===== config.mk =====
export PLATFORM = sky130hd
export DESIGN_NAME = serial_prom_config_loader
export DESIGN_NICKNAME = d
export VERILOG_FILES = /design/src/rtl/serial_prom_pkg.sv /design/src/rtl/serial_prom_config_loader.sv /design/src/rtl/prom_word_fifo.sv
export VERILOG_INCLUDE_DIRS = /design/src /design/src/rtl
export SDC_FILE = /design/constraint.sdc
export NUM_CORES = 1
export LEC_CHECK = 0
export BUFFER_PORTS_ARGS = -buffer_cell sky130_fd_sc_hd__buf_2
export CORE_ASPECT_RATIO = 0.7
export CORE_MARGIN = 4
export CORE_UTILIZATION = 46
export CTS_BUF_LIST = sky130_fd_sc_hd__clkbuf_2 sky130_fd_sc_hd__clkbuf_4 sky130_fd_sc_hd__clkbuf_8
export DETAILED_ROUTE_END_ITERATION = 8
export SYNTH_ARGS = -nofsm -noshare
export SYNTH_HDL_FRONTEND = slang
export SYNTH_SLANG_ARGS = --single-unit

===== constraint.sdc =====
create_clock -name clk -period 4.5 [get_ports clk]
set_input_delay 0 -clock clk [delete_from_list [all_inputs] [get_ports clk]]
set_output_delay 0 -clock clk [all_outputs]
set_load 0.01 [all_outputs]

===== src/rtl/serial_prom_consts.svh =====
// Constants for the serial configuration memory loader
`ifndef SERIAL_PROM_CONSTS_SVH
`define SERIAL_PROM_CONSTS_SVH

// Core clock period in ns (200 MHz)
`define CLK_PERIOD_NS 5
// Serial clock period in ns: 256 periods of a 125 MHz clock
`define PROM_SCLK_PERIOD_NS 2048
// Core cycles per serial clock period, least time so rounded up
`define PROM_DIV ((`PROM_SCLK_PERIOD_NS + `CLK_PERIOD_NS - 1) / `CLK_PERIOD_NS)
// Core cycles of the low phase; the high phase takes the rest
`define PROM_HALF (`PROM_DIV / 2)
// Width of the divider counter
`define DIV_W 9
// Bits in one configuration word
`define WORD_BITS 16
// Bits in the read command shifted out before data
`define CMD_BITS 9
// Read command with start bit, opcode and address zero
`define READ_CMD 9'h180
// Default number of words loaded after reset
`define NUM_WORDS 8
// Default depth of the word FIFO
`define FIFO_DEPTH 8
// Width of bit and word counters
`define CNT_W 8

`endif


===== src/rtl/serial_prom_pkg.sv =====
// Types for the serial configuration memory loader
package serial_prom_pkg;
`include "serial_prom_consts.svh"

    // Loader sequence, Gray coded along settle-strap-cmd-data-done
    typedef enum logic [2:0]
    {
        LD_SETTLE = 3'b000,
        LD_STRAP  = 3'b001,
        LD_CMD    = 3'b011,
        LD_DATA   = 3'b010,
        LD_DONE   = 3'b110
    } load_state_t;

    // Complete state of the loader
    typedef struct packed {
        load_state_t             st;
        logic [`DIV_W-1:0]       divCnt;
        logic [`CNT_W-1:0]       bitCnt;
        logic [`CNT_W-1:0]       wordCnt;
        logic [`WORD_BITS-1:0]   dataSh;
        logic [`CMD_BITS-1:0]    cmdSh;
        logic                    pushValid;
        logic                    lastWord;
        logic                    sclk;
        logic                    sel;
        logic                    selOe;
        logic                    wdata;
        logic                    rdLevel;
        logic                    busy;
        logic                    done;
        logic                    skipped;
        logic                    manualOn;
    } loader_state_t;
endpackage


===== src/rtl/serial_prom_config_loader.sv =====
// Serial configuration memory loader with manual pin control
//
// How it works
// RULE1: Serial clock is core clock divided to 2048 ns; code divides by 410 cycles, giving 2050 ns
// RULE2: Automatic read starts after every reset
// RULE3: Software can drive serial clock by hand
// RULE4: Chip select driven high while memory addressed
// RULE5: Read only if select pin strapped high
// RULE6: Software can assert chip select by hand
// RULE7: Write data output, settable by hand
// RULE8: Read data input level visible to software
// RULE9: Manual control only after automatic load ends
`timescale 1ns/10ps
module serial_prom_config_loader
    import serial_prom_pkg::*;
#(
    parameter int NUM_WORDS  = `NUM_WORDS,
    parameter int FIFO_DEPTH = `FIFO_DEPTH
)
(
    input  wire logic                  clk,
    input  wire logic                  srst,
    input  wire logic                  ce,
    output logic                       promClockOut,
    input  wire logic                  promSelectIn,
    output logic                       promSelectOut,
    output logic                       promSelectOe,
    output logic                       promWriteDataOut,
    input  wire logic                  promReadDataIn,
    input  wire logic                  manualEnable,
    input  wire logic                  manualClock,
    input  wire logic                  manualSelect,
    input  wire logic                  manualWriteData,
    output logic                       manualReadLevel,
    output logic                       loadBusy,
    output logic                       loadDone,
    output logic                       loadSkipped,
    output logic     [`WORD_BITS-1:0]  cfgData,
    output logic                       cfgValid,
    input  wire logic                  cfgReady
);
    loader_state_t         s_r;            // Registered state
    loader_state_t         s_nxt;          // Next state
    logic                  fifoInReady;    // FIFO can take a word
    logic                  stall;          // Divider held by back-pressure
    logic                  rise;           // Serial clock goes high
    logic                  fall;           // Serial clock goes low
    logic                  inAuto;         // Automatic transfer running

    assign inAuto = (s_r.st == LD_CMD) || (s_r.st == LD_DATA);

    // Hold only at the start of a low phase, so the high phase
    // never stretches and the memory sees a clean clock
    assign stall = s_r.pushValid && !fifoInReady && (s_r.divCnt == '0);
    assign rise  = !stall && (s_r.divCnt == `DIV_W'(`PROM_HALF - 1));
    assign fall  = (s_r.divCnt == `DIV_W'(`PROM_DIV - 1));

    // Next-state logic of the whole loader
    always_comb
    begin
        s_nxt = s_r;
        // Read pin level is always visible to software
        s_nxt.rdLevel = promReadDataIn;                          // RULE8
        // A pending word leaves as soon as the FIFO takes it
        if (s_r.pushValid && fifoInReady)
        begin
            s_nxt.pushValid = 1'b0;
        end
        unique case (s_r.st)
            LD_SETTLE:
            begin
                // Select pin released for one cycle so the strap settles
                s_nxt.st    = LD_STRAP;                          // RULE2
                s_nxt.selOe = 1'b0;                              // RULE5
            end
            LD_STRAP:
            begin
                if (promSelectIn)
                begin
                    // Strapped high: address the memory
                    s_nxt.st     = LD_CMD;                       // RULE5
                    s_nxt.sel    = 1'b1;                         // RULE4
                    s_nxt.selOe  = 1'b1;
                    s_nxt.cmdSh  = `READ_CMD;
                    s_nxt.wdata  = s_nxt.cmdSh[`CMD_BITS-1];     // RULE7
                    s_nxt.divCnt = '0;
                    s_nxt.bitCnt = '0;
                end
                else
                begin
                    // Weak pull-down only: no memory, skip the read
                    s_nxt.st      = LD_DONE;                     // RULE5
                    s_nxt.busy    = 1'b0;
                    s_nxt.done    = 1'b1;
                    s_nxt.skipped = 1'b1;
                end
            end
            LD_CMD, LD_DATA:
            begin
                // Free-running divider, held at the start of a low phase while a word waits
                if (!stall)
                begin
                    s_nxt.divCnt = fall ? '0
                                   : s_r.divCnt + `DIV_W'(1);    // RULE1
                end
                if (rise)
                begin
                    s_nxt.sclk = 1'b1;                           // RULE1
                    if (s_r.st == LD_DATA)
                    begin
                        // Sample on the rising edge, MSB first
                        s_nxt.dataSh = {s_r.dataSh[`WORD_BITS-2:0],
                                        promReadDataIn};         // RULE8
                        if (s_r.bitCnt == `CNT_W'(`WORD_BITS - 1))
                        begin
                            s_nxt.pushValid = 1'b1;
                            s_nxt.bitCnt    = '0;
                            s_nxt.wordCnt   = s_r.wordCnt + `CNT_W'(1);
                            if (s_r.wordCnt == `CNT_W'(NUM_WORDS - 1))
                            begin
                                s_nxt.lastWord = 1'b1;
                            end
                        end
                        else
                        begin
                            s_nxt.bitCnt = s_r.bitCnt + `CNT_W'(1);
                        end
                    end
                end
                if (fall)
                begin
                    s_nxt.sclk = 1'b0;                           // RULE1
                    if (s_r.st == LD_CMD)
                    begin
                        // Command bits change on the falling edge
                        if (s_r.bitCnt == `CNT_W'(`CMD_BITS - 1))
                        begin
                            s_nxt.st     = LD_DATA;
                            s_nxt.bitCnt = '0;
                            s_nxt.wdata  = 1'b0;                 // RULE7
                        end
                        else
                        begin
                            s_nxt.bitCnt = s_r.bitCnt + `CNT_W'(1);
                            s_nxt.cmdSh  = s_r.cmdSh << 1;
                            s_nxt.wdata  = s_r.cmdSh[`CMD_BITS-2]; // RULE7
                        end
                    end
                    else if (s_r.lastWord)
                    begin
                        // Last word in: deselect and hand over
                        s_nxt.st   = LD_DONE;                    // RULE9
                        s_nxt.sel  = 1'b0;                       // RULE4
                        s_nxt.busy = 1'b0;
                        s_nxt.done = 1'b1;
                    end
                end
            end
            LD_DONE:
            begin
                // Pins belong to software only from here on
                s_nxt.manualOn = manualEnable;                   // RULE9
                if (manualEnable)
                begin
                    s_nxt.sclk  = manualClock;                   // RULE3
                    s_nxt.sel   = manualSelect;                  // RULE6
                    s_nxt.selOe = 1'b1;                          // RULE6
                    s_nxt.wdata = manualWriteData;               // RULE7
                end
                else
                begin
                    // Idle pins; a skipped load leaves select released
                    s_nxt.sclk  = 1'b0;
                    s_nxt.sel   = 1'b0;
                    s_nxt.selOe = !s_r.skipped;
                    s_nxt.wdata = 1'b0;
                end
            end
            default:
            begin
                // Illegal code: restart the load
                s_nxt    = '0;
                s_nxt.st = LD_SETTLE;
            end
        endcase
    end

    // State register; reset restarts the automatic read
    always_ff @(posedge clk)
    begin
        if (srst)
        begin
            s_r      <= '0;
            s_r.st   <= LD_SETTLE;                               // RULE2
            s_r.busy <= 1'b1;
            // Select held low in reset: a cut transfer ends in the memory
            s_r.selOe <= 1'b1;                                   // RULE4
        end
        else if (ce)
        begin
            s_r <= s_nxt;
        end
    end

    // Outputs straight from the state register
    assign promClockOut     = s_r.sclk;
    assign promSelectOut    = s_r.sel;
    assign promSelectOe     = s_r.selOe;
    assign promWriteDataOut = s_r.wdata;
    assign manualReadLevel  = s_r.rdLevel;
    assign loadBusy         = s_r.busy;
    assign loadDone         = s_r.done;
    assign loadSkipped      = s_r.skipped;

    // Words wait here so a slow consumer stalls the serial clock
    prom_word_fifo #(
        .WIDTH (`WORD_BITS),
        .DEPTH (FIFO_DEPTH)
    ) u_fifo (
        .clk      (clk),
        .srst     (srst),
        .ce       (ce),
        .inData   (s_r.dataSh),
        .inValid  (s_r.pushValid),
        .inReady  (fifoInReady),
        .outData  (cfgData),
        .outValid (cfgValid),
        .outReady (cfgReady)
    );

    // Helper: cycles the serial clock has been high
    logic [`DIV_W-1:0] highCnt;
    always_ff @(posedge clk)
    begin
        if (srst || !s_r.sclk)
        begin
            highCnt <= '0;
        end
        else if (ce)
        begin
            highCnt <= highCnt + `DIV_W'(1);
        end
    end
endmodule


===== src/rtl/prom_word_fifo.sv =====
// Word FIFO between the serial loader and its consumer
`timescale 1ns/10ps
module prom_word_fifo
    import serial_prom_pkg::*;
#(
    parameter int WIDTH = `WORD_BITS,
    parameter int DEPTH = `FIFO_DEPTH
)
(
    input  wire logic             clk,
    input  wire logic             srst,
    input  wire logic             ce,
    input  wire logic [WIDTH-1:0] inData,
    input  wire logic             inValid,
    output logic                  inReady,
    output logic      [WIDTH-1:0] outData,
    output logic                  outValid,
    input  wire logic             outReady
);
    localparam int AW = $clog2(DEPTH);

    // Pointers and fill level
    typedef struct packed {
        logic [AW-1:0] wrPtr;
        logic [AW-1:0] rdPtr;
        logic [AW:0]   fill;
    } fifo_state_t;

    fifo_state_t          s_r;                 // Registered state
    fifo_state_t          s_nxt;               // Next state
    logic [WIDTH-1:0]     mem [DEPTH];         // Word storage
    logic                 doWr;                // Word accepted
    logic                 doRd;                // Word delivered

    // Full and empty come straight from the fill level
    assign inReady  = (s_r.fill != (AW+1)'(DEPTH));
    assign outValid = (s_r.fill != '0);
    assign outData  = mem[s_r.rdPtr];
    assign doWr     = ce && inValid && inReady;
    assign doRd     = ce && outValid && outReady;

    // Pointer arithmetic; depth need not be a power of two
    always_comb
    begin
        s_nxt = s_r;
        if (doWr)
        begin
            s_nxt.wrPtr = (s_r.wrPtr == AW'(DEPTH - 1)) ? '0
                          : s_r.wrPtr + AW'(1);
        end
        if (doRd)
        begin
            s_nxt.rdPtr = (s_r.rdPtr == AW'(DEPTH - 1)) ? '0
                          : s_r.rdPtr + AW'(1);
        end
        s_nxt.fill = s_r.fill + (AW+1)'(doWr) - (AW+1)'(doRd);
    end

    // State register
    always_ff @(posedge clk)
    begin
        if (srst)
        begin
            s_r <= '0;
        end
        else if (ce)
        begin
            s_r <= s_nxt;
        end
    end

    // Storage has no reset; only written slots are ever read
    always_ff @(posedge clk)
    begin
        if (doWr)
        begin
            mem[s_r.wrPtr] <= inData;
        end
    end
endmodule


==> out/metrics.json <==
{
  "floorplan": {
    "die_area_sq_um": 19900,
    "core_region_area_sq_um": 17300,
    "die-width_um": 167,
    "io_pins": 35,
    "initial_utilization": 0.472,
    "die_height_um": 119,
    "core.rowCount": 40
  },
  "routing": {
    "detailedRoute.firstIterationViolations": 464,
    "route.detailed.vias_per_inst": 5.56,
    "count_of_vias_placed_by_the_detailed_router": 4882,
    "detail_route.drc_violations": 0,
    "post_drt_wl_per_cell_um": 18.6,
    "antenna_violating_nets_post_route": 0,
    "dr.pass1.iters": 5,
    "wl_um": 16300
  },
  "setup_path": {
    "reg2reg_setup_slack_ns": 1.61,
    "critPathArrivalTime_ns": 3.29,
    "worstSetupStartpointType": "flop",
    "timing.critical_path.required_ns": 4.90,
    "cp-end-kind": "flop",
    "crit_fanout": 14,
    "criticalPathCategory": "reg2reg"
  },
  "hold_path": {
    "hold_class": "in2reg"
  },
  "synthesis": {
    "synth.yosys.seq_area_share": 0.639,
    "synth.largest_area_cell": "sky130_fd_sc_hd__edfxtp_1",
    "netlist-cell-type-count": 57,
    "synth.area.top_cells": "sky130_fd_sc_hd__edfxtp_1 (47%), sky130_fd_sc_hd__dfxtp_1 (17%), sky130_fd_sc_hd__mux4_2 (8.8%), sky130_fd_sc_hd__nor2_1 (2.5%), sky130_fd_sc_hd__ha_1 (2.5%)",
    "synth_edf_count": 128,
    "synth_seq_cells": 196,
    "syn-mean-instance-area_sq_um": 13.7,
    "post_synth_most_frequent_cells": "sky130_fd_sc_hd__edfxtp_1 (128), sky130_fd_sc_hd__dfxtp_1 (68), sky130_fd_sc_hd__nor2_1 (54)",
    "number_of_cells_produced_by_synthesis": 593,
    "synth_nets": 620,
    "post-synth-top-count-cell": "sky130_fd_sc_hd__edfxtp_1",
    "yosys_warnings": 0,
    "ys_async_sr_fraction": 0,
    "netlist_area_sq_um": 8150,
    "synth_top_area_frac": 0.472,
    "yosys_most_used_dff": "sky130_fd_sc_hd__edfxtp_1"
  },
  "global_route": {
    "all_layer_gr_usage": 0.170,
    "grt_start_max_net_pins": 42,
    "overflow": 0,
    "wire_length_of_the_first_global_routing_pass_um": 26400,
    "first_global_vias": 4909,
    "antenna_found_initial": 0
  },
  "clocking": {
    "clk_pin_slew_worst_paths_ns": 0.10,
    "post_cts.repair.setup_buffers": 0,
    "clk_latency_ns": 0.47,
    "total_number_of_clock_tree_sinks": 196,
    "clock_tree.root_cell": "sky130_fd_sc_hd__clkbuf_8",
    "clock_buffers_created_by_tritoncts": 17,
    "cts_max_level": 4,
    "cts_tree": "done",
    "max-clock-path-buffers": 2
  },
  "sta": {
    "layout_worst_path_cycle_share": 0.641,
    "setup_repair_after_global_routing_missed_its_margin": "no",
    "timing_hold_violations_final": 0,
    "setup-tns-final_ns": 0,
    "worst_case_hold_slack_ns": 0.0513,
    "post-route-worst-setup-slack_ns": 1.61,
    "final_period_minus_worst_setup_slack_ns": 2.89,
    "slew_headroom": 0.102,
    "worst_margin_slew_ns": 1.34,
    "setup_violations": 0,
    "maxClockFrequency_ghz": 0.347,
    "timing_max_transition_violations_final": 0,
    "timing.clock.skew_ns": 0.0136
  },
  "final_layout": {
    "design.final.nets": 661,
    "postLayoutCellArea_sq_um": 9090,
    "stdcell_count": 878,
    "share_of_layout_cells_above_drive_strength_1": 0.212,
    "area_delta_synth_final_pct": 11.5,
    "antenna_cells": 0,
    "final_util": 0.526
  },
  "place": {
    "dp.cells": 840,
    "place_congestion": 0.812,
    "post_dp_cell_area_sq_um": 8610,
    "detailed_place_hpwl_um": 10100,
    "post-place-ws_ns": 1.65,
    "io_buffer_count": 34
  },
  "outcome": {
    "status": "completed"
  },
  "power": {
    "finalPower_mw": 3.37,
    "static-leakage-power_nw": 3.17,
    "pwr_density_cell_nw_per_um2": 371,
    "peak_supply_drop_mv": 0.206
  },
  "job": {
    "cap_violations": 0
  }
}
-- flip-flops by register name, summed over array words and instances, names as in the netlist, named ones only --
signal / flops
promSelectOut: 1
manualReadLevel: 1
promSelectOe: 1
loadSkipped: 1
promWriteDataOut: 1
loadBusy: 1
promClockOut: 1
u_fifo.s_r: 10
loadDone: 1
s_r: 47
u_fifo.mem: 128
-- final timing paths --
check	from	to	cells after the start
worst min-delay path	ce	manualReadLevel$_SDFFE_PP0P_	3
worst max register to register	s_r[47]$_SDFFE_PP0P_	s_r[41]$_SDFFE_PP0P_	5
worst min register to register	loadBusy$_SDFFE_PP1P_	loadBusy$_SDFFE_PP1P_	1
worst max-delay path	s_r[47]$_SDFFE_PP0P_	s_r[41]$_SDFFE_PP0P_	5
-- power breakdown --
group / total [mW] / switching, mW / internal [mW]
clock network: 1.19 / 0.617 / 0.571
logic: 0.226 / 0.118 / 0.107
registers: 1.96 / 0.0374 / 1.92
-- worst max-delay path: stages, from the launching register on --
cell and delay, ns:
sky130_fd_sc_hd__dfxtp_1 0.41, sky130_fd_sc_hd__nor3b_1 0.32, sky130_fd_sc_hd__nor4b_1 0.97, sky130_fd_sc_hd__a22oi_2 0.40, sky130_fd_sc_hd__or4_1 0.59, sky130_fd_sc_hd__a21oi_1 0.14
-- cell type report --
class | count | area (sq um)
clock buffer | 19 | 249
clock inverter | 13 | 171
fill | 1430 | 8180
inverter | 20 | 75.1
multi-input combinational | 347 | 2780
sequential | 196 | 5210
tap | 231 | 289
timing repair buffer | 52 | 320
-- logic make-up (layout without fill, tap and decap cells) --
logic type | Yosys count | count (layout) | share of synthesized area
multiplexers | 54 | 54 | 0.118
flip-flops | 196 | 196 | 0.639
adder cells (fa/ha/maj) | 17 | 17 | 0.0270
XOR/XNOR | 12 | 12 | 0.0129
AO/OA/AOI/OAI | 95 | 95 | 0.0739
AND/OR/NAND/NOR | 169 | 169 | 0.106
buffers and inverters | 50 | 104 | 0.0236
-- per-layer routing --
metal	up-vias	wire length [um]	GRT usage
met3	17	778	0.0401
li1	2316	-	-
met4	0	182	0.0455
met5	-	0	0
met2	102	7400	0.256
met1	2447	7930	0.249
-- cell usage in the layout, fill, tap and decap left out, types with 17 or more instances in the layout --
cell type / count
sky130_fd_sc_hd__a21oi_1: 28
sky130_fd_sc_hd__mux4_2: 32
sky130_fd_sc_hd__edfxtp_1: 128
sky130_fd_sc_hd__inv_1: 20
sky130_fd_sc_hd__dfxtp_1: 67
sky130_fd_sc_hd__nand2_1: 40
sky130_fd_sc_hd__nor2_1: 54
sky130_fd_sc_hd__clkbuf_8: 17
sky130_fd_sc_hd__buf_2: 34
sky130_fd_sc_hd__o21ai_0: 20
-- repair_timing --
item | in CTS | in global routing
hold buffers | 6 | 0
gates resized for setup | 0 | 0
hold endpoints to repair | 6 | 0
No activity file was read; power rests on OpenSTA's default activity.
